==> src/shared/omc_map.svh <==
// address map, field positions, reset values and timing figures
`ifndef OMC_MAP_SVH
`define OMC_MAP_SVH

// ---------------------------------------------------------------
// clock and timing figures
// ---------------------------------------------------------------
`define OMC_CLK_PERIOD_NS 5
`define OMC_NS_PER_US 1000
`define OMC_NS_PER_MS 64'd1000000
`define OMC_NS_PER_S 64'd1000000000
`define OMC_T_RESET_US 10
`define OMC_T_RESET_CYC ((`OMC_T_RESET_US*`OMC_NS_PER_US+`OMC_CLK_PERIOD_NS-1)/`OMC_CLK_PERIOD_NS)
`define OMC_RST_CNT_W 12
`define OMC_T_START_UP_MS 300
`define OMC_T_START_UP_CYC (`OMC_T_START_UP_MS*`OMC_NS_PER_MS/`OMC_CLK_PERIOD_NS)
`define OMC_T_2W_MS 300
`define OMC_T_2W_CYC (`OMC_T_2W_MS*`OMC_NS_PER_MS/`OMC_CLK_PERIOD_NS)
`define OMC_T_HP_MS 300
`define OMC_T_HP_CYC (`OMC_T_HP_MS*`OMC_NS_PER_MS/`OMC_CLK_PERIOD_NS)
`define OMC_T_COOLED_S 90
`define OMC_T_COOLED_CYC (`OMC_T_COOLED_S*`OMC_NS_PER_S/`OMC_CLK_PERIOD_NS)
`define OMC_TMR_W 36

// ---------------------------------------------------------------
// register bus
// ---------------------------------------------------------------
`define OMC_AW 8
`define OMC_DW 32
`define OMC_OFF_CTRL 8'h00
`define OMC_OFF_STATUS 8'h04
`define OMC_OFF_EVENT 8'h08
`define OMC_OFF_EVCLR 8'h0c
`define OMC_OFF_EVEN 8'h10
`define OMC_OFF_ID 8'h40
`define OMC_ID_AW 4
`define OMC_ID_MSB 5
`define OMC_ID_LSB 2
`define OMC_ID_BASE_MSB 7
`define OMC_ID_BASE_LSB 6
`define OMC_RESP_OKAY 2'h0
`define OMC_RESP_SLVERR 2'h2
`define OMC_SEL_W 3
`define OMC_SEL_CTRL 3'h0
`define OMC_SEL_STATUS 3'h1
`define OMC_SEL_EVENT 3'h2
`define OMC_SEL_EVCLR 3'h3
`define OMC_SEL_EVEN 3'h4
`define OMC_SEL_ID 3'h5
`define OMC_SEL_NONE 3'h7

// ---------------------------------------------------------------
// fields and reset values
// ---------------------------------------------------------------
`define OMC_CTRL_W 2
`define OMC_CTRL_HP 0
`define OMC_CTRL_SOFT_OFF 1
`define OMC_CTRL_RST 2'h0
`define OMC_EV_W 6
`define OMC_EV_FAULT 0
`define OMC_EV_LOS_ON 1
`define OMC_EV_LOS_OFF 2
`define OMC_EV_SER_RDY 3
`define OMC_EV_OPER 4
`define OMC_EV_HP 5
`define OMC_EV_RST 6'h00
`define OMC_ST_W 11
`define OMC_ST_FAULT 0
`define OMC_ST_LOS 1
`define OMC_ST_OPER 2
`define OMC_ST_SER_RDY 3
`define OMC_ST_HP 4
`define OMC_ST_LASER 5
`define OMC_ST_OFF_REQ 6
`define OMC_ST_RX_RATE 7
`define OMC_ST_TX_RATE 8
`define OMC_ST_FAULT_PIN 9
`define OMC_ST_LOS_PIN 10

`endif

==> src/shared/omc_pkg.sv <==
// types shared by the optical module control logic
package omc_pkg;

  // transmitter state
  typedef enum logic [1:0] {
    ls_warm = 2'b00,
    ls_run = 2'b01,
    ls_fault = 2'b10
  } omc_laser_t;

endpackage

==> src/rtl/omc_timer.sv <==
// one-shot down counter that flags expiry
`timescale 1ns/1ps
`default_nettype none
`include "omc_map.svh"

module omc_timer
  import omc_pkg::*;
(
  // clock and reset
  input wire logic ref_clk,
  input wire logic rstn,
  input wire logic ce,
  // control
  input wire logic start,
  input wire logic [`OMC_TMR_W-1:0] load_val,
  // status
  output logic done
);

  localparam logic [`OMC_TMR_W-1:0] tmr_one = `OMC_TMR_W'(1);

  logic [`OMC_TMR_W-1:0] count;

  // load on start, then count down to expiry
  always_ff @(posedge ref_clk) begin
    if (!rstn) begin
      count <= '0;
      done <= 1'h0;
    end else if (ce) begin
      if (start) begin
        count <= load_val;
        done <= 1'h0;
      end else if (!done) begin
        if (count <= tmr_one) begin
          done <= 1'h1;
        end else begin
          count <= count - tmr_one;
        end
      end
    end
  end

endmodule
`default_nettype wire

==> src/rtl/omc_idmem.sv <==
// identification memory with registered read data
`timescale 1ns/1ps
`default_nettype none
`include "omc_map.svh"

module omc_idmem
  import omc_pkg::*;
(
  // clock and reset
  input wire logic ref_clk,
  input wire logic rstn,
  input wire logic ce,
  // write port
  input wire logic we,
  input wire logic [`OMC_ID_AW-1:0] waddr,
  input wire logic [`OMC_DW-1:0] wdata,
  input wire logic [`OMC_DW/8-1:0] wstrb,
  // read port
  input wire logic re,
  input wire logic [`OMC_ID_AW-1:0] raddr,
  output logic [`OMC_DW-1:0] rdata
);

  logic [`OMC_DW-1:0] mem [0:(1<<`OMC_ID_AW)-1];

  // byte-lane writes
  always_ff @(posedge ref_clk) begin
    if (ce && we) begin
      for (int b = 0; b < `OMC_DW/8; b++) begin
        if (wstrb[b]) begin
          mem[waddr][b*8 +: 8] <= wdata[b*8 +: 8];
        end
      end
    end
  end

  // registered read
  always_ff @(posedge ref_clk) begin
    if (!rstn) begin
      rdata <= '0;
    end else if (ce && re) begin
      rdata <= mem[raddr];
    end
  end

endmodule
`default_nettype wire

==> src/rtl/omc_ctrl.sv <==
// control, status and register file of the optical module
//
// Design decisions made here: the AXI4-Lite interface to the registers and the address map.
`timescale 1ns/1ps
`default_nettype none
`include "omc_map.svh"

module omc_ctrl
  import omc_pkg::*;
#(
  parameter logic COOLED = 1'h1,
  parameter logic [`OMC_TMR_W-1:0] START_CYCLES =
    `OMC_TMR_W'(`OMC_T_START_UP_CYC),
  parameter logic [`OMC_TMR_W-1:0] COOLED_CYCLES =
    `OMC_TMR_W'(`OMC_T_COOLED_CYC),
  parameter logic [`OMC_TMR_W-1:0] SERIAL_READY_DELAY =
    `OMC_TMR_W'(`OMC_T_2W_CYC),
  parameter logic [`OMC_TMR_W-1:0] HIGH_POWER_ENTRY_DELAY =
    `OMC_TMR_W'(`OMC_T_HP_CYC)
) (
  // clock and reset
  input wire logic ref_clk,
  input wire logic rstn,
  input wire logic ce,
  // axi4-lite write address
  input wire logic [`OMC_AW-1:0] s_axi_awaddr,
  input wire logic s_axi_awvalid,
  output logic s_axi_awready,
  // axi4-lite write data
  input wire logic [`OMC_DW-1:0] s_axi_wdata,
  input wire logic [`OMC_DW/8-1:0] s_axi_wstrb,
  input wire logic s_axi_wvalid,
  output logic s_axi_wready,
  // axi4-lite write response
  output logic [1:0] s_axi_bresp,
  output logic s_axi_bvalid,
  input wire logic s_axi_bready,
  // axi4-lite read address
  input wire logic [`OMC_AW-1:0] s_axi_araddr,
  input wire logic s_axi_arvalid,
  output logic s_axi_arready,
  // axi4-lite read data
  output logic [`OMC_DW-1:0] s_axi_rdata,
  output logic [1:0] s_axi_rresp,
  output logic s_axi_rvalid,
  input wire logic s_axi_rready,
  // host-facing pins
  input wire logic laser_off_request,
  input wire logic rx_rate_pick,
  input wire logic tx_rate_pick,
  output logic module_missing,
  // open-drain fault pin
  input wire logic laser_fault_flag_in,
  output logic laser_fault_flag_out,
  output logic laser_fault_flag_oe,
  // open-drain loss-of-signal pin
  input wire logic optical_input_lost_in,
  output logic optical_input_lost_out,
  output logic optical_input_lost_oe,
  // optics side
  input wire logic laser_fault_detect,
  input wire logic rx_power_low,
  output logic laser_enable,
  output logic rx_rate_sel,
  output logic power_level2,
  output logic serial_ready,
  // interrupt
  output logic irq
);

  // -------------------------------------------------------------
  // decode helpers
  // -------------------------------------------------------------

  // base of the identification window, named so it can be sliced
  localparam logic [`OMC_AW-1:0] id_base = `OMC_OFF_ID;

  // map a byte address onto a register select code
  function automatic logic [`OMC_SEL_W-1:0] reg_sel(
    input logic [`OMC_AW-1:0] a
  );
    if (a == `OMC_OFF_CTRL) begin
      reg_sel = `OMC_SEL_CTRL;
    end else if (a == `OMC_OFF_STATUS) begin
      reg_sel = `OMC_SEL_STATUS;
    end else if (a == `OMC_OFF_EVENT) begin
      reg_sel = `OMC_SEL_EVENT;
    end else if (a == `OMC_OFF_EVCLR) begin
      reg_sel = `OMC_SEL_EVCLR;
    end else if (a == `OMC_OFF_EVEN) begin
      reg_sel = `OMC_SEL_EVEN;
    end else if (a[`OMC_ID_BASE_MSB:`OMC_ID_BASE_LSB] ==
                 id_base[`OMC_ID_BASE_MSB:`OMC_ID_BASE_LSB] &&
                 a[`OMC_ID_LSB-1:0] == 2'h0) begin
      reg_sel = `OMC_SEL_ID;
    end else begin
      reg_sel = `OMC_SEL_NONE;
    end
  endfunction

  // word index inside the identification window
  function automatic logic [`OMC_ID_AW-1:0] id_idx(
    input logic [`OMC_AW-1:0] a
  );
    id_idx = a[`OMC_ID_MSB:`OMC_ID_LSB];
  endfunction

  localparam logic [`OMC_RST_CNT_W-1:0] reset_cyc =
    `OMC_RST_CNT_W'(`OMC_T_RESET_CYC);

  // -------------------------------------------------------------
  // state
  // -------------------------------------------------------------
  omc_laser_t state;
  omc_laser_t next_state;
  logic [`OMC_RST_CNT_W-1:0] off_cnt;
  logic boot;
  logic warm_start;
  logic [`OMC_CTRL_W-1:0] ctrl;
  logic [`OMC_EV_W-1:0] event_q;
  logic [`OMC_EV_W-1:0] ev_en;
  logic [`OMC_EV_W-1:0] next_event;
  logic [`OMC_EV_W-1:0] ev_set;
  logic [`OMC_EV_W-1:0] ev_clr;
  logic [`OMC_ST_W-1:0] status;
  logic fault_q, los_q, sr_q, oper_q, hp_q;
  logic [`OMC_AW-1:0] aw_addr;
  logic [`OMC_DW-1:0] w_data;
  logic [`OMC_DW/8-1:0] w_strb;
  logic [`OMC_AW-1:0] rd_addr;
  logic rd_pend;
  logic [`OMC_DW-1:0] mem_rdata;
  logic [`OMC_DW-1:0] rd_word;
  logic st_done, sr_done, hp_done;

  // -------------------------------------------------------------
  // bus decode
  // -------------------------------------------------------------
  wire aw_fire = s_axi_awvalid && s_axi_awready;
  wire w_fire = s_axi_wvalid && s_axi_wready;
  wire ar_fire = s_axi_arvalid && s_axi_arready;
  wire b_fire = s_axi_bvalid && s_axi_bready;
  wire r_fire = s_axi_rvalid && s_axi_rready;
  wire wr_fire = !s_axi_awready && !s_axi_wready && !s_axi_bvalid;
  wire [`OMC_SEL_W-1:0] wr_sel = reg_sel(aw_addr);
  wire [`OMC_SEL_W-1:0] rd_sel = reg_sel(rd_addr);
  wire lane0 = w_strb[0];
  wire wr_ctrl = wr_fire && wr_sel == `OMC_SEL_CTRL && lane0;
  wire wr_evclr = wr_fire && wr_sel == `OMC_SEL_EVCLR && lane0;
  wire wr_even = wr_fire && wr_sel == `OMC_SEL_EVEN && lane0;
  wire wr_bad = wr_sel == `OMC_SEL_NONE;
  wire mem_we = wr_fire && wr_sel == `OMC_SEL_ID;
  // memory answers only once the serial side is up
  wire rd_bad = rd_sel == `OMC_SEL_NONE ||
                (rd_sel == `OMC_SEL_ID && !serial_ready);
  wire s_axi_wdata_hp = w_data[`OMC_CTRL_HP];
  wire hp_start = wr_ctrl && s_axi_wdata_hp && !ctrl[`OMC_CTRL_HP];

  // read data selection
  assign rd_word =
    rd_bad ? '0 :
    rd_sel == `OMC_SEL_CTRL ?
      {{(`OMC_DW-`OMC_CTRL_W){1'b0}}, ctrl} :
    rd_sel == `OMC_SEL_STATUS ?
      {{(`OMC_DW-`OMC_ST_W){1'b0}}, status} :
    rd_sel == `OMC_SEL_EVENT ?
      {{(`OMC_DW-`OMC_EV_W){1'b0}}, event_q} :
    rd_sel == `OMC_SEL_EVEN ?
      {{(`OMC_DW-`OMC_EV_W){1'b0}}, ev_en} :
    rd_sel == `OMC_SEL_ID ? mem_rdata : '0;

  // -------------------------------------------------------------
  // axi4-lite write channel
  // -------------------------------------------------------------

  // address and data are caught independently, answered together
  always_ff @(posedge ref_clk) begin
    if (!rstn) begin
      s_axi_awready <= 1'h1;
      s_axi_wready <= 1'h1;
      s_axi_bvalid <= 1'h0;
      s_axi_bresp <= `OMC_RESP_OKAY;
      aw_addr <= '0;
      w_data <= '0;
      w_strb <= '0;
    end else if (ce) begin
      if (aw_fire) begin
        aw_addr <= s_axi_awaddr;
        s_axi_awready <= 1'h0;
      end
      if (w_fire) begin
        w_data <= s_axi_wdata;
        w_strb <= s_axi_wstrb;
        s_axi_wready <= 1'h0;
      end
      if (wr_fire) begin
        s_axi_bvalid <= 1'h1;
        s_axi_bresp <= wr_bad ? `OMC_RESP_SLVERR : `OMC_RESP_OKAY;
      end
      if (b_fire) begin
        s_axi_bvalid <= 1'h0;
        s_axi_awready <= 1'h1;
        s_axi_wready <= 1'h1;
      end
    end
  end

  // -------------------------------------------------------------
  // axi4-lite read channel
  // -------------------------------------------------------------

  // one cycle for the memory, then the answer
  always_ff @(posedge ref_clk) begin
    if (!rstn) begin
      s_axi_arready <= 1'h1;
      s_axi_rvalid <= 1'h0;
      s_axi_rdata <= '0;
      s_axi_rresp <= `OMC_RESP_OKAY;
      rd_addr <= '0;
      rd_pend <= 1'h0;
    end else if (ce) begin
      if (ar_fire) begin
        rd_addr <= s_axi_araddr;
        rd_pend <= 1'h1;
        s_axi_arready <= 1'h0;
      end
      if (rd_pend) begin
        rd_pend <= 1'h0;
        s_axi_rvalid <= 1'h1;
        s_axi_rdata <= rd_word;
        s_axi_rresp <= rd_bad ? `OMC_RESP_SLVERR : `OMC_RESP_OKAY;
      end
      if (r_fire) begin
        s_axi_rvalid <= 1'h0;
        s_axi_arready <= 1'h1;
      end
    end
  end

  // -------------------------------------------------------------
  // control and interrupt registers
  // -------------------------------------------------------------
  assign ev_clr = wr_evclr ? w_data[`OMC_EV_W-1:0] : '0;
  // a new event wins over a clear in the same cycle
  assign next_event = (event_q & ~ev_clr) | ev_set;
  // enable as it stands after this edge, so irq never lags a write
  wire [`OMC_EV_W-1:0] next_en = wr_even ? w_data[`OMC_EV_W-1:0] : ev_en;

  // software registers, sticky events, interrupt level
  always_ff @(posedge ref_clk) begin
    if (!rstn) begin
      ctrl <= `OMC_CTRL_RST;
      ev_en <= `OMC_EV_RST;
      event_q <= `OMC_EV_RST;
      irq <= 1'h0;
    end else if (ce) begin
      if (wr_ctrl) begin
        ctrl <= w_data[`OMC_CTRL_W-1:0];
      end
      if (wr_even) begin
        ev_en <= w_data[`OMC_EV_W-1:0];
      end
      event_q <= next_event;
      irq <= |(next_event & next_en);
    end
  end

  // -------------------------------------------------------------
  // status and event sources
  // -------------------------------------------------------------
  wire fault = state == ls_fault;
  wire oper = state == ls_run;
  wire los = !optical_input_lost_oe;

  // live status word
  assign status[`OMC_ST_FAULT] = fault;
  assign status[`OMC_ST_LOS] = los;
  assign status[`OMC_ST_OPER] = oper;
  assign status[`OMC_ST_SER_RDY] = serial_ready;
  assign status[`OMC_ST_HP] = power_level2;
  assign status[`OMC_ST_LASER] = laser_enable;
  assign status[`OMC_ST_OFF_REQ] = laser_off_request;
  assign status[`OMC_ST_RX_RATE] = rx_rate_pick;
  assign status[`OMC_ST_TX_RATE] = tx_rate_pick;
  assign status[`OMC_ST_FAULT_PIN] = laser_fault_flag_in;
  assign status[`OMC_ST_LOS_PIN] = optical_input_lost_in;

  // edges that raise sticky events
  assign ev_set[`OMC_EV_FAULT] = fault && !fault_q;
  assign ev_set[`OMC_EV_LOS_ON] = los && !los_q;
  assign ev_set[`OMC_EV_LOS_OFF] = !los && los_q;
  assign ev_set[`OMC_EV_SER_RDY] = serial_ready && !sr_q;
  assign ev_set[`OMC_EV_OPER] = oper && !oper_q;
  assign ev_set[`OMC_EV_HP] = power_level2 && !hp_q;

  // previous values for edge detection
  always_ff @(posedge ref_clk) begin
    if (!rstn) begin
      fault_q <= 1'h0;
      los_q <= 1'h0;
      sr_q <= 1'h0;
      oper_q <= 1'h0;
      hp_q <= 1'h0;
    end else if (ce) begin
      fault_q <= fault;
      los_q <= los;
      sr_q <= serial_ready;
      oper_q <= oper;
      hp_q <= power_level2;
    end
  end

  // -------------------------------------------------------------
  // transmitter state machine
  // -------------------------------------------------------------
  wire off_held = off_cnt == reset_cyc;

  // next transmitter state
  always_comb begin
    next_state = state;
    case (state)
      ls_warm: begin
        if (laser_fault_detect) begin
          next_state = ls_fault;
        end else if (st_done && !warm_start) begin
          next_state = ls_run;
        end
      end
      ls_run: begin
        if (laser_fault_detect) begin
          next_state = ls_fault;
        end
      end
      ls_fault: begin
        if (off_held && !laser_fault_detect) begin
          next_state = ls_warm;
        end
      end
      default: begin
        next_state = ls_warm;
      end
    endcase
  end

  // state, shut-off hold counter and warm-up start pulse
  always_ff @(posedge ref_clk) begin
    if (!rstn) begin
      state <= ls_warm;
      off_cnt <= '0;
      boot <= 1'h1;
      warm_start <= 1'h1;
    end else if (ce) begin
      state <= next_state;
      boot <= 1'h0;
      warm_start <= fault && next_state == ls_warm;
      if (!laser_off_request) begin
        off_cnt <= '0;
      end else if (!off_held) begin
        off_cnt <= off_cnt + `OMC_RST_CNT_W'(1);
      end
    end
  end

  // -------------------------------------------------------------
  // pin and optics outputs
  // -------------------------------------------------------------

  // open drain pins pull low while their flag is clear
  always_ff @(posedge ref_clk) begin
    if (!rstn) begin
      laser_fault_flag_out <= 1'h0;
      laser_fault_flag_oe <= 1'h1;
      optical_input_lost_out <= 1'h0;
      optical_input_lost_oe <= 1'h1;
      module_missing <= 1'h0;
      laser_enable <= 1'h0;
      rx_rate_sel <= 1'h0;
      power_level2 <= 1'h0;
      serial_ready <= 1'h0;
    end else if (ce) begin
      laser_fault_flag_oe <= next_state != ls_fault;
      optical_input_lost_oe <= !rx_power_low;
      module_missing <= 1'h0;
      laser_enable <= next_state == ls_run &&
                      !laser_off_request &&
                      !ctrl[`OMC_CTRL_SOFT_OFF];
      rx_rate_sel <= rx_rate_pick;
      power_level2 <= ctrl[`OMC_CTRL_HP] && hp_done;
      serial_ready <= sr_done;
    end
  end

  // -------------------------------------------------------------
  // timers and memory
  // -------------------------------------------------------------

  // warm-up after reset or fault recovery
  omc_timer u_start_tmr (
    .ref_clk(ref_clk),
    .rstn(rstn),
    .ce(ce),
    .start(warm_start),
    .load_val(COOLED ? COOLED_CYCLES : START_CYCLES),
    .done(st_done)
  );

  // serial side comes up after its own delay
  omc_timer u_serial_tmr (
    .ref_clk(ref_clk),
    .rstn(rstn),
    .ce(ce),
    .start(boot),
    .load_val(SERIAL_READY_DELAY),
    .done(sr_done)
  );

  // level II entry delay from the enabling write
  omc_timer u_hp_tmr (
    .ref_clk(ref_clk),
    .rstn(rstn),
    .ce(ce),
    .start(hp_start),
    .load_val(COOLED ? COOLED_CYCLES :
              HIGH_POWER_ENTRY_DELAY),
    .done(hp_done)
  );

  // identification memory window
  omc_idmem u_idmem (
    .ref_clk(ref_clk),
    .rstn(rstn),
    .ce(ce),
    .we(mem_we),
    .waddr(id_idx(aw_addr)),
    .wdata(w_data),
    .wstrb(w_strb),
    .re(ar_fire),
    .raddr(id_idx(s_axi_araddr)),
    .rdata(mem_rdata)
  );

endmodule
`default_nettype wire

==> config.mk <==
export PLATFORM = sky130hd
export DESIGN_NAME = omc_ctrl
export DESIGN_NICKNAME = d
export VERILOG_FILES = /design/src/shared/omc_pkg.sv /design/src/rtl/omc_timer.sv /design/src/rtl/omc_idmem.sv /design/src/rtl/omc_ctrl.sv
export VERILOG_INCLUDE_DIRS = /design/src /design/src/shared
export SDC_FILE = /design/constraint.sdc
export NUM_CORES = 1
export LEC_CHECK = 0
export ABC_CLOCK_PERIOD_IN_PS = 5000
export BUFFER_PORTS_ARGS = -buffer_cell sky130_fd_sc_hd__buf_2
export CORE_MARGIN = 2
export CORE_UTILIZATION = 44
export CTS_CLUSTER_SIZE = 10
export DETAILED_ROUTE_END_ITERATION = 16
export SLEW_MARGIN = 10
export SYNTH_ARGS = -nofsm -noshare
export SYNTH_HDL_FRONTEND = slang
export SYNTH_HIERARCHICAL = 1
export SYNTH_SLANG_ARGS = --single-unit
==> constraint.sdc <==
create_clock -name ref_clk -period 5 [get_ports ref_clk]
set_input_delay 0.25 -clock ref_clk [delete_from_list [all_inputs] [get_ports ref_clk]]
set_output_delay 0.25 -clock ref_clk [all_outputs]
set_load 0.005 [all_outputs]
==> Yosys cells after proc, flatten, opt, wreduce, memory -nomap -nowiden <==
Memory sizes are Yosys's and may differ from the RTL's. A register that Yosys moved wholly into a read port is not among the register bits.
Cells that the tools add are included.
{ "totals": {"out_inout_bits": 51, "ramBits": 512, "mem_count": 1, "reg_bits": 247, "elab_cells": 232, "in_bits": 67} }
{ "op_classes": {"n_addsub": 4, "eq_ne": 31, "order_cmp": 3, "n_reduce_logical": 80, "bitwise_logic": 4, "mux": 71} }
{ "mem_list": {"columns": ["memory", "words", "word_bits", "rd", "rd_ports_with_merged_regs", "wr", "line_no", "text"], "rows": [
  ["u_idmem.mem", 16, 32, 1, 1, 1, "omc_idmem.sv:24", "logic [`OMC_DW-1:0] mem [0:(1<<`OMC_ID_AW)-1];"]
]} }
{ "op_table": {"columns": ["operator", "n"], "rows": [
  ["36-bit 2-to-1 mux", 9],
  ["32-bit 2-to-1 mux", 6],
  ["36-bit by 1-bit <= comparator with 1-bit output, second input constant", 3],
  ["36-bit by 1-bit subtractor with 36-bit output, second input constant", 3],
  ["1-bit logical AND", 33],
  ["1-bit 2-to-1 mux", 33],
  ["8-bit by 4-bit equality test with 1-bit output, second input constant", 4],
  ["12-bit 2-to-1 mux", 2],
  ["3-bit 2-to-1 mux", 8],
  ["2-bit AND reduction", 12],
  ["2-bit 2-to-1 mux", 10],
  ["3-bit equality test, second input constant", 6],
  ["1-bit zero test", 17],
  ["8-bit by 3-bit equality test with 1-bit output, second input constant", 2],
  ["8-bit by 5-bit equality test with 1-bit output, second input constant", 2],
  ["8-bit zero test", 2],
  ["2-bit inequality test, second input constant", 8],
  ["12-bit by 1-bit adder with 12-bit output, second input constant", 1],
  ["6-bit bitwise AND", 2],
  ["12-bit by 11-bit equality test with 1-bit output, second input constant", 1],
  ["6-bit 2-to-1 mux", 2],
  ["2-bit nonzero test", 5],
  ["3-bit AND reduction", 3],
  ["2-bit by 1-bit equality test with 1-bit output, second input constant", 4],
  ["other kinds (10)", 15]
]} }

==> Logic depth before layout (Yosys ltp) <==
{ "logic_depth": {"word_depth": 17, "mapped_depth": 11} }

==> Cells and area by module <==
Netlist, hierarchy kept.
{ "by_module_without_submodules": {"columns": ["module", "area_per_inst_um2", "instances", "cells_per_inst"], "rows": [
  ["omc_idmem", 21001.4, 1, 1021],
  ["omc_timer", 2427.3, 3, 328],
  ["omc_ctrl", 5654.2, 1, 639]
]} }

==> Worst setup path before layout <==
OpenSTA, ideal clock, no wires.
{ "synth_path": {"path_kind": "register -> register", "start": "reg s_axi_bvalid", "end": "reg u_hp_tmr.count[14]", "period_less_slack_ns": 2.310, "slack_ns": 2.690, "arrival_time_ns": 2.176, "setup_time_ns": 0.134, "required_ns": 4.866, "path_stages_with_launch": 8, "path_buffers": 2, "cell_sequence": "dfxtp_1 nor3_2 nand4_1 nor3_1 clkbuf_1 clkbuf_1 mux2i_1 a211oi_2"} }
{ "synth_via": {"elab_chain_cells": 8, "elab_cells_between_ends": 10, "classes_between": "eq/ne (2); mux (1); reduce/logical (7)"} }
{ "synth_rtl": {"columns": ["element", "line_no", "text"], "rows": [
  ["start: declaration", "omc_ctrl.sv:36", "output logic s_axi_bvalid,"],
  ["start signal: assignment", "omc_ctrl.sv:181", "s_axi_bvalid <= 1'h0;"],
  ["start signal: assignment", "omc_ctrl.sv:197", "s_axi_bvalid <= 1'h1;"],
  ["start signal: assignment", "omc_ctrl.sv:201", "s_axi_bvalid <= 1'h0;"],
  ["1-bit zero test (*)", "omc_ctrl.sv:144", "wire wr_fire = !s_axi_awready && !s_axi_wready && !s_axi_bvalid;"],
  ["1-bit logical AND (*)", "omc_ctrl.sv:144", null],
  ["1-bit logical AND (no source line) (*)", null, null],
  ["1-bit logical AND (*)", "omc_ctrl.sv:148", "wire wr_ctrl = wr_fire && wr_sel == `OMC_SEL_CTRL && lane0;"],
  ["1-bit logical AND (*) (2 in series)", "omc_ctrl.sv:157", "wire hp_start = wr_ctrl && s_axi_wdata_hp && !ctrl[`OMC_CTRL_HP];"],
  ["via hp_start", "omc_ctrl.sv:157", null],
  ["2-bit inequality test (no source line)", null, null],
  ["3-bit AND reduction (no source line)", null, null],
  ["end signal: assignment", "omc_timer.sv:31", "count <= load_val;"],
  ["end signal: assignment", "omc_timer.sv:37", "count <= count - tmr_one;"],
  ["end: declaration", "omc_timer.sv:22", "logic [`OMC_TMR_W-1:0] count;"]
]} }
Mark *: on every way through the listed nets, which the timed path passes. The rest lies on a longest branch.
A chain may end at the register's enable or synchronous reset.

==> Final worst setup path <==
{ "layout_path": {"start": "reg s_axi_bvalid", "end": "reg u_hp_tmr.count[1]"} }
Same word-level chain as after synthesis.

==> impl.org <==
** Clocking
- In this run the clock root is driven by a clkbuf_16.
- After clock tree synthesis, the repair step resized 0 gates.
- CTS clock-pin slew for the worst setup and hold paths :: 0.06 ns
- The tree built by TritonCTS fans out to ~790 sinks.
- TritonCTS built the clock tree.
- For the worst-skew pair, the clock arrives at the later sink with an insertion delay of approximately 0.64 ns.
- Depth of the CTS H-tree :: 3
- The clock passes through at most 3 buffers.
- Number of buffers added by the clock tree synthesis step :: 91

** GRT
- Pin count of the biggest net entering global routing :: 91
- In the global route stage, overall resource usage came out at 0.2188.
- Wire length of the first global-routing pass :: about 130000 um
- Remaining Overflow, GRT :: 0
- The via count of the first global-routing pass was around 22000.
- Number of antenna violations at the first check in global routing :: 5

** Logic synthesis
- In the synthesized netlist the async set-or-reset flop fraction comes to 0.
- Counting flops and latches in the post-synthesis netlist gives ~790.
- Mapped Avg Cell Area :: 12.84 sq um
- Count of cell types in the netlist :: 83
- Post-synth EDFFs :: 512
- The share of the Yosys chip area taken by registers is 0.6164.
- Yosys printed 6 warnings.
- The most used flip-flop cell after synthesis is edfxtp_1.
- After synthesis the cells add up to between 30000 and 40000 sq um.
- Gate Count Post-Synth :: approximately 2600

** Place
- Number of cells in the design after placement :: between 3000 and 4000
- Port bufs :: about 110
- Post-DP HPWL :: 55420 um
- Routability congestion estimate from global placement :: ~0.87

** STA
- Dividing the final minimum period by the clock period gives 0.7116.
- The number of max-slew violations in the final report is 0.
- Setup tns final :: 0 ns
- After layout, the minimum clock period comes to roughly 3.6 ns.
- Final hold violation count :: 0
- Setup repair after global routing left no endpoint under its margin.
- Transition at the pin with the smallest max-transition slack :: 1.239 ns
- Between clock sinks in the finished design, the worst skew comes to 0.02859 ns.
- Setup violations remaining at the end of the flow were counted as 0.
- Maximum operating frequency :: 281.1 MHz
- Relative slew slack :: 0.1718

** Drt
- In the final routed layout, each cell accounts on average for around 22 um.
- The final layout contains routed wiring with a total length of ~87000 um.
- The routed design uses 41640 um of met2 wire.
- In this run the top signal layer used is met5.
- Drt first pass iters :: 6
- In the routed layout, each cell is associated on average with a via count of 5.698.
- The final route contains 22740 vias.
- Summed over all nets, wire length on met3 after detailed routing comes to 5430 um.
- The detailed router put a total of between 30000 and 40000 um of wire on met1.
- DRC marker count from the first detailed-route iteration :: just under 2000
- DRC errors left :: 0
- The detail route stage leaves a number of antenna-violating nets equal to 0.

** Floorplan
- Horiz. Die Dim :: 281.7 um
- Core area :: 76200 sq um
- Number of cell rows :: slightly above 100
- Count of boundary I/O pins :: roughly 120
- Area of the die :: ~79000 sq um
- Y dimension of the die :: about 280 um
- For this configuration, the core starts out at a cell density of 0.4454.

** Setup path
- Kind of critical path :: reg2reg
- Beginning of the critical path :: s_axi_bvalid$_SDFFE_PN0P_
- In this run the critical register-to-register path is captured at u_hp_tmr/count[1]$_SDFFE_PN0P_.
- Measured in cells, the most critical reg-to-reg path has a length of 9.
- Data arrives at the worst endpoint at about 4.0 ns.
- Startpoint Class :: flip-flop
- The cell that appears most often on the critical path is nor3_2.
- Critical-path maximum fanout :: 38
- The signal on the critical path passes through nor3_2 > nand4_1 > nor3_2 > buf_4 > nor3_2 > nand4b_1 > nand3_1 > a211oi_1 > a211oi_1.
- The worst register-to-register path begins at s_axi_bvalid$_SDFFE_PN0P_.
- Critical-path top delay cell :: nand3_1
- For this run, the slowest stage of the critical path takes a little under 0.9 ns.
- Worst setup path end :: u_hp_tmr/count[1]$_SDFFE_PN0P_
- Setup slack on the worst reg-to-reg path comes out at 1.44 ns.
- STA puts the critical path data required time at roughly 5.5 ns.
- Worst Setup End Kind :: flip-flop

** Hold path
- The min-delay analysis places its worst path in the category in2reg.
- Along the worst hold path, the cell count comes to 4.

** Power
- Combinational group share of total power :: 0.178
- Of the total power, the share spent switching nets is 0.2873.
- The analysis attributes to net switching a power of roughly 4.7 mW.
- Clock group share of total power :: 0.370
- Largest voltage drop on the vdd net :: 0.0003531 V
- Static power due to leakage :: about 14 nW
- Areal power density over the cells :: 425.6 nW/um^2
- Internal power comes to ~12 mW.
- The share of total power dissipated in sequential elements is 0.452.

** Layout
- Of the cells placed in the final design, the portion with a size suffix greater than 1 is 0.1335.
- Number of nets in the final layout :: 2959
- Number of cells in the finished layout apart from fillers :: around 4000
- The area growth from synthesis to layout is 14.42%.
- For this run, the share of the core covered by cells in the final layout is 0.5096.
- The filler cells instantiated in the layout total about 6500.

** Run status
- Result of the run :: complete, no violations

** Flow run
- Across the run, the number of max-cap violations was 0.
-- worst min path at each step --
stage	start	to
2_1_floorplan	rstn	u_hp_tmr/count[28]$_SDFFE_PN0P_
3_3_place_gp	s_axi_rdata[2]$_SDFFE_PN0P_	s_axi_rdata[2]$_SDFFE_PN0P_
3_5_place_dp	s_axi_rdata[6]$_SDFFE_PN0P_	s_axi_rdata[6]$_SDFFE_PN0P_
4_1_cts	s_axi_bready	s_axi_bvalid$_SDFFE_PN0P_
5_1_grt	s_axi_bready	s_axi_awready$_SDFFE_PN1P_
6_report	s_axi_bready	s_axi_awready$_SDFFE_PN1P_
-- synthesized netlist by cell type (all sizes together), types with 36 or more instances --
cell	n	share of area
a21boi	50	0.011
a21oi	149	0.022
a22o	36	0.0093
a22oi	50	0.011
buf	75	0.017
clkbuf	86	0.0097
dfxtp	277	0.16
edfxtp	512	0.45
mux2i	89	0.026
mux4	95	0.069
nand2	326	0.036
nand3	52	0.0086
nor2	202	0.023
nor2b	40	0.0074
nor3	45	0.0084
nor4	39	0.010
o21ai	136	0.020
-- power by group through the flow --
stage                     Clock (mW)  Combinational [mW]  Sequential [mW]
after global placement             0                2.78             7.58
final                           6.11                2.94             7.47
after detailed placement           0                2.84             7.59
after CTS                       6.25                2.90             7.46
after global routing            6.53                3.23             7.50
after floorplan                    0                2.32             7.49
-- critical path: cells and delay by family (launching register included) --
family          cells  cell delay, ns
flops               1            0.35
simple gates        6            1.95
compound gates      2            0.70
buf+inv             1            0.36
-- per-stage QoR --
step                area (sq um)  power, mW  hold slack, ns  setup slack, ns
finish                     38830      16.53         0.03196            1.442
global route               38830      17.26         0.02913            1.274
CTS                        38830      16.61        0.002498            1.569
detailed placement         35520      10.44          0.4416            1.559
global placement           35520      10.35          0.4383            1.767
floorplan                  34370      9.813          0.3901            2.690
-- final cells by class --
cell class / instances / area, sq um / share of cell area
repair buffers: 200 / 1378 / 0.03548
flip-flops and latches: 789 / 20920 / 0.5388
inverters: 22 / 82.58 / 0.002127
well taps: 1030 / 1289 / 0.03319
multi-input cells: 1780 / 12420 / 0.3199
diodes: 1 / 2.502 / 0.00006445
clock buffers: 160 / 2608 / 0.06715
clock inverters: 8 / 126.4 / 0.003254
-- cell usage in the layout, fill, tap and decap left out, types with 36 or more instances in the layout --
master,synthesis,final
edfxtp_1,512,512
nand3_1,46,45
nor2_1,199,199
dfxtp_1,277,275
conb_1,2,116
a21boi_0,49,49
a21oi_1,146,146
mux4_1,53,53
nand2_1,326,326
a22oi_1,50,50
mux2i_1,89,89
nor2b_1,40,39
dlygate4sd3_1,1,57
buf_2,22,109
mux4_2,42,42
clkbuf_1,84,63
o21ai_0,128,128
clkbuf_16,0,92
a22o_1,36,36
-- logic make-up (layout without fill, tap and decap cells) --
family / after synthesis / in the layout / synth area share
other cells: 2 / 117 / 0.0002213
simple gates: 827 / 827 / 0.1218
flops: 789 / 789 / 0.6164
mux: 215 / 215 / 0.1054
compound gates: 607 / 607 / 0.1204
fa+ha+maj: 8 / 8 / 0.002950
xor+xnor: 7 / 7 / 0.001807
buf+inv: 189 / 390 / 0.03093
-- flip-flops by register name, indices dropped and copies added (netlist names), 2 cells and up --
name and count:
u_idmem/mem 512, u_idmem/rdata 32, s_axi_rdata 32, w_strb 4, aw_addr 8, event_q 6
ev_en 6, u_hp_tmr/count 36, ctrl 2, off_cnt 12, u_start_tmr/count 36, rd_addr 8
w_data 32, u_serial_tmr/count 36, state 2
-- layer usage --
layer  vias to the layer above  global-route usage
li1                      10520                   -
met1                     11330              0.2949
met2                       731              0.3590
met3                       140             0.04218
met4                        10             0.06751
met5                         -                   0
-- what timing repair did --
action	in CTS	in global routing
hold buffers	57	0
setup endpoints to repair	0	0
setup buffers	0	0
endpoints found under the hold margin	57	0
(Power assumes the default switching activity.)
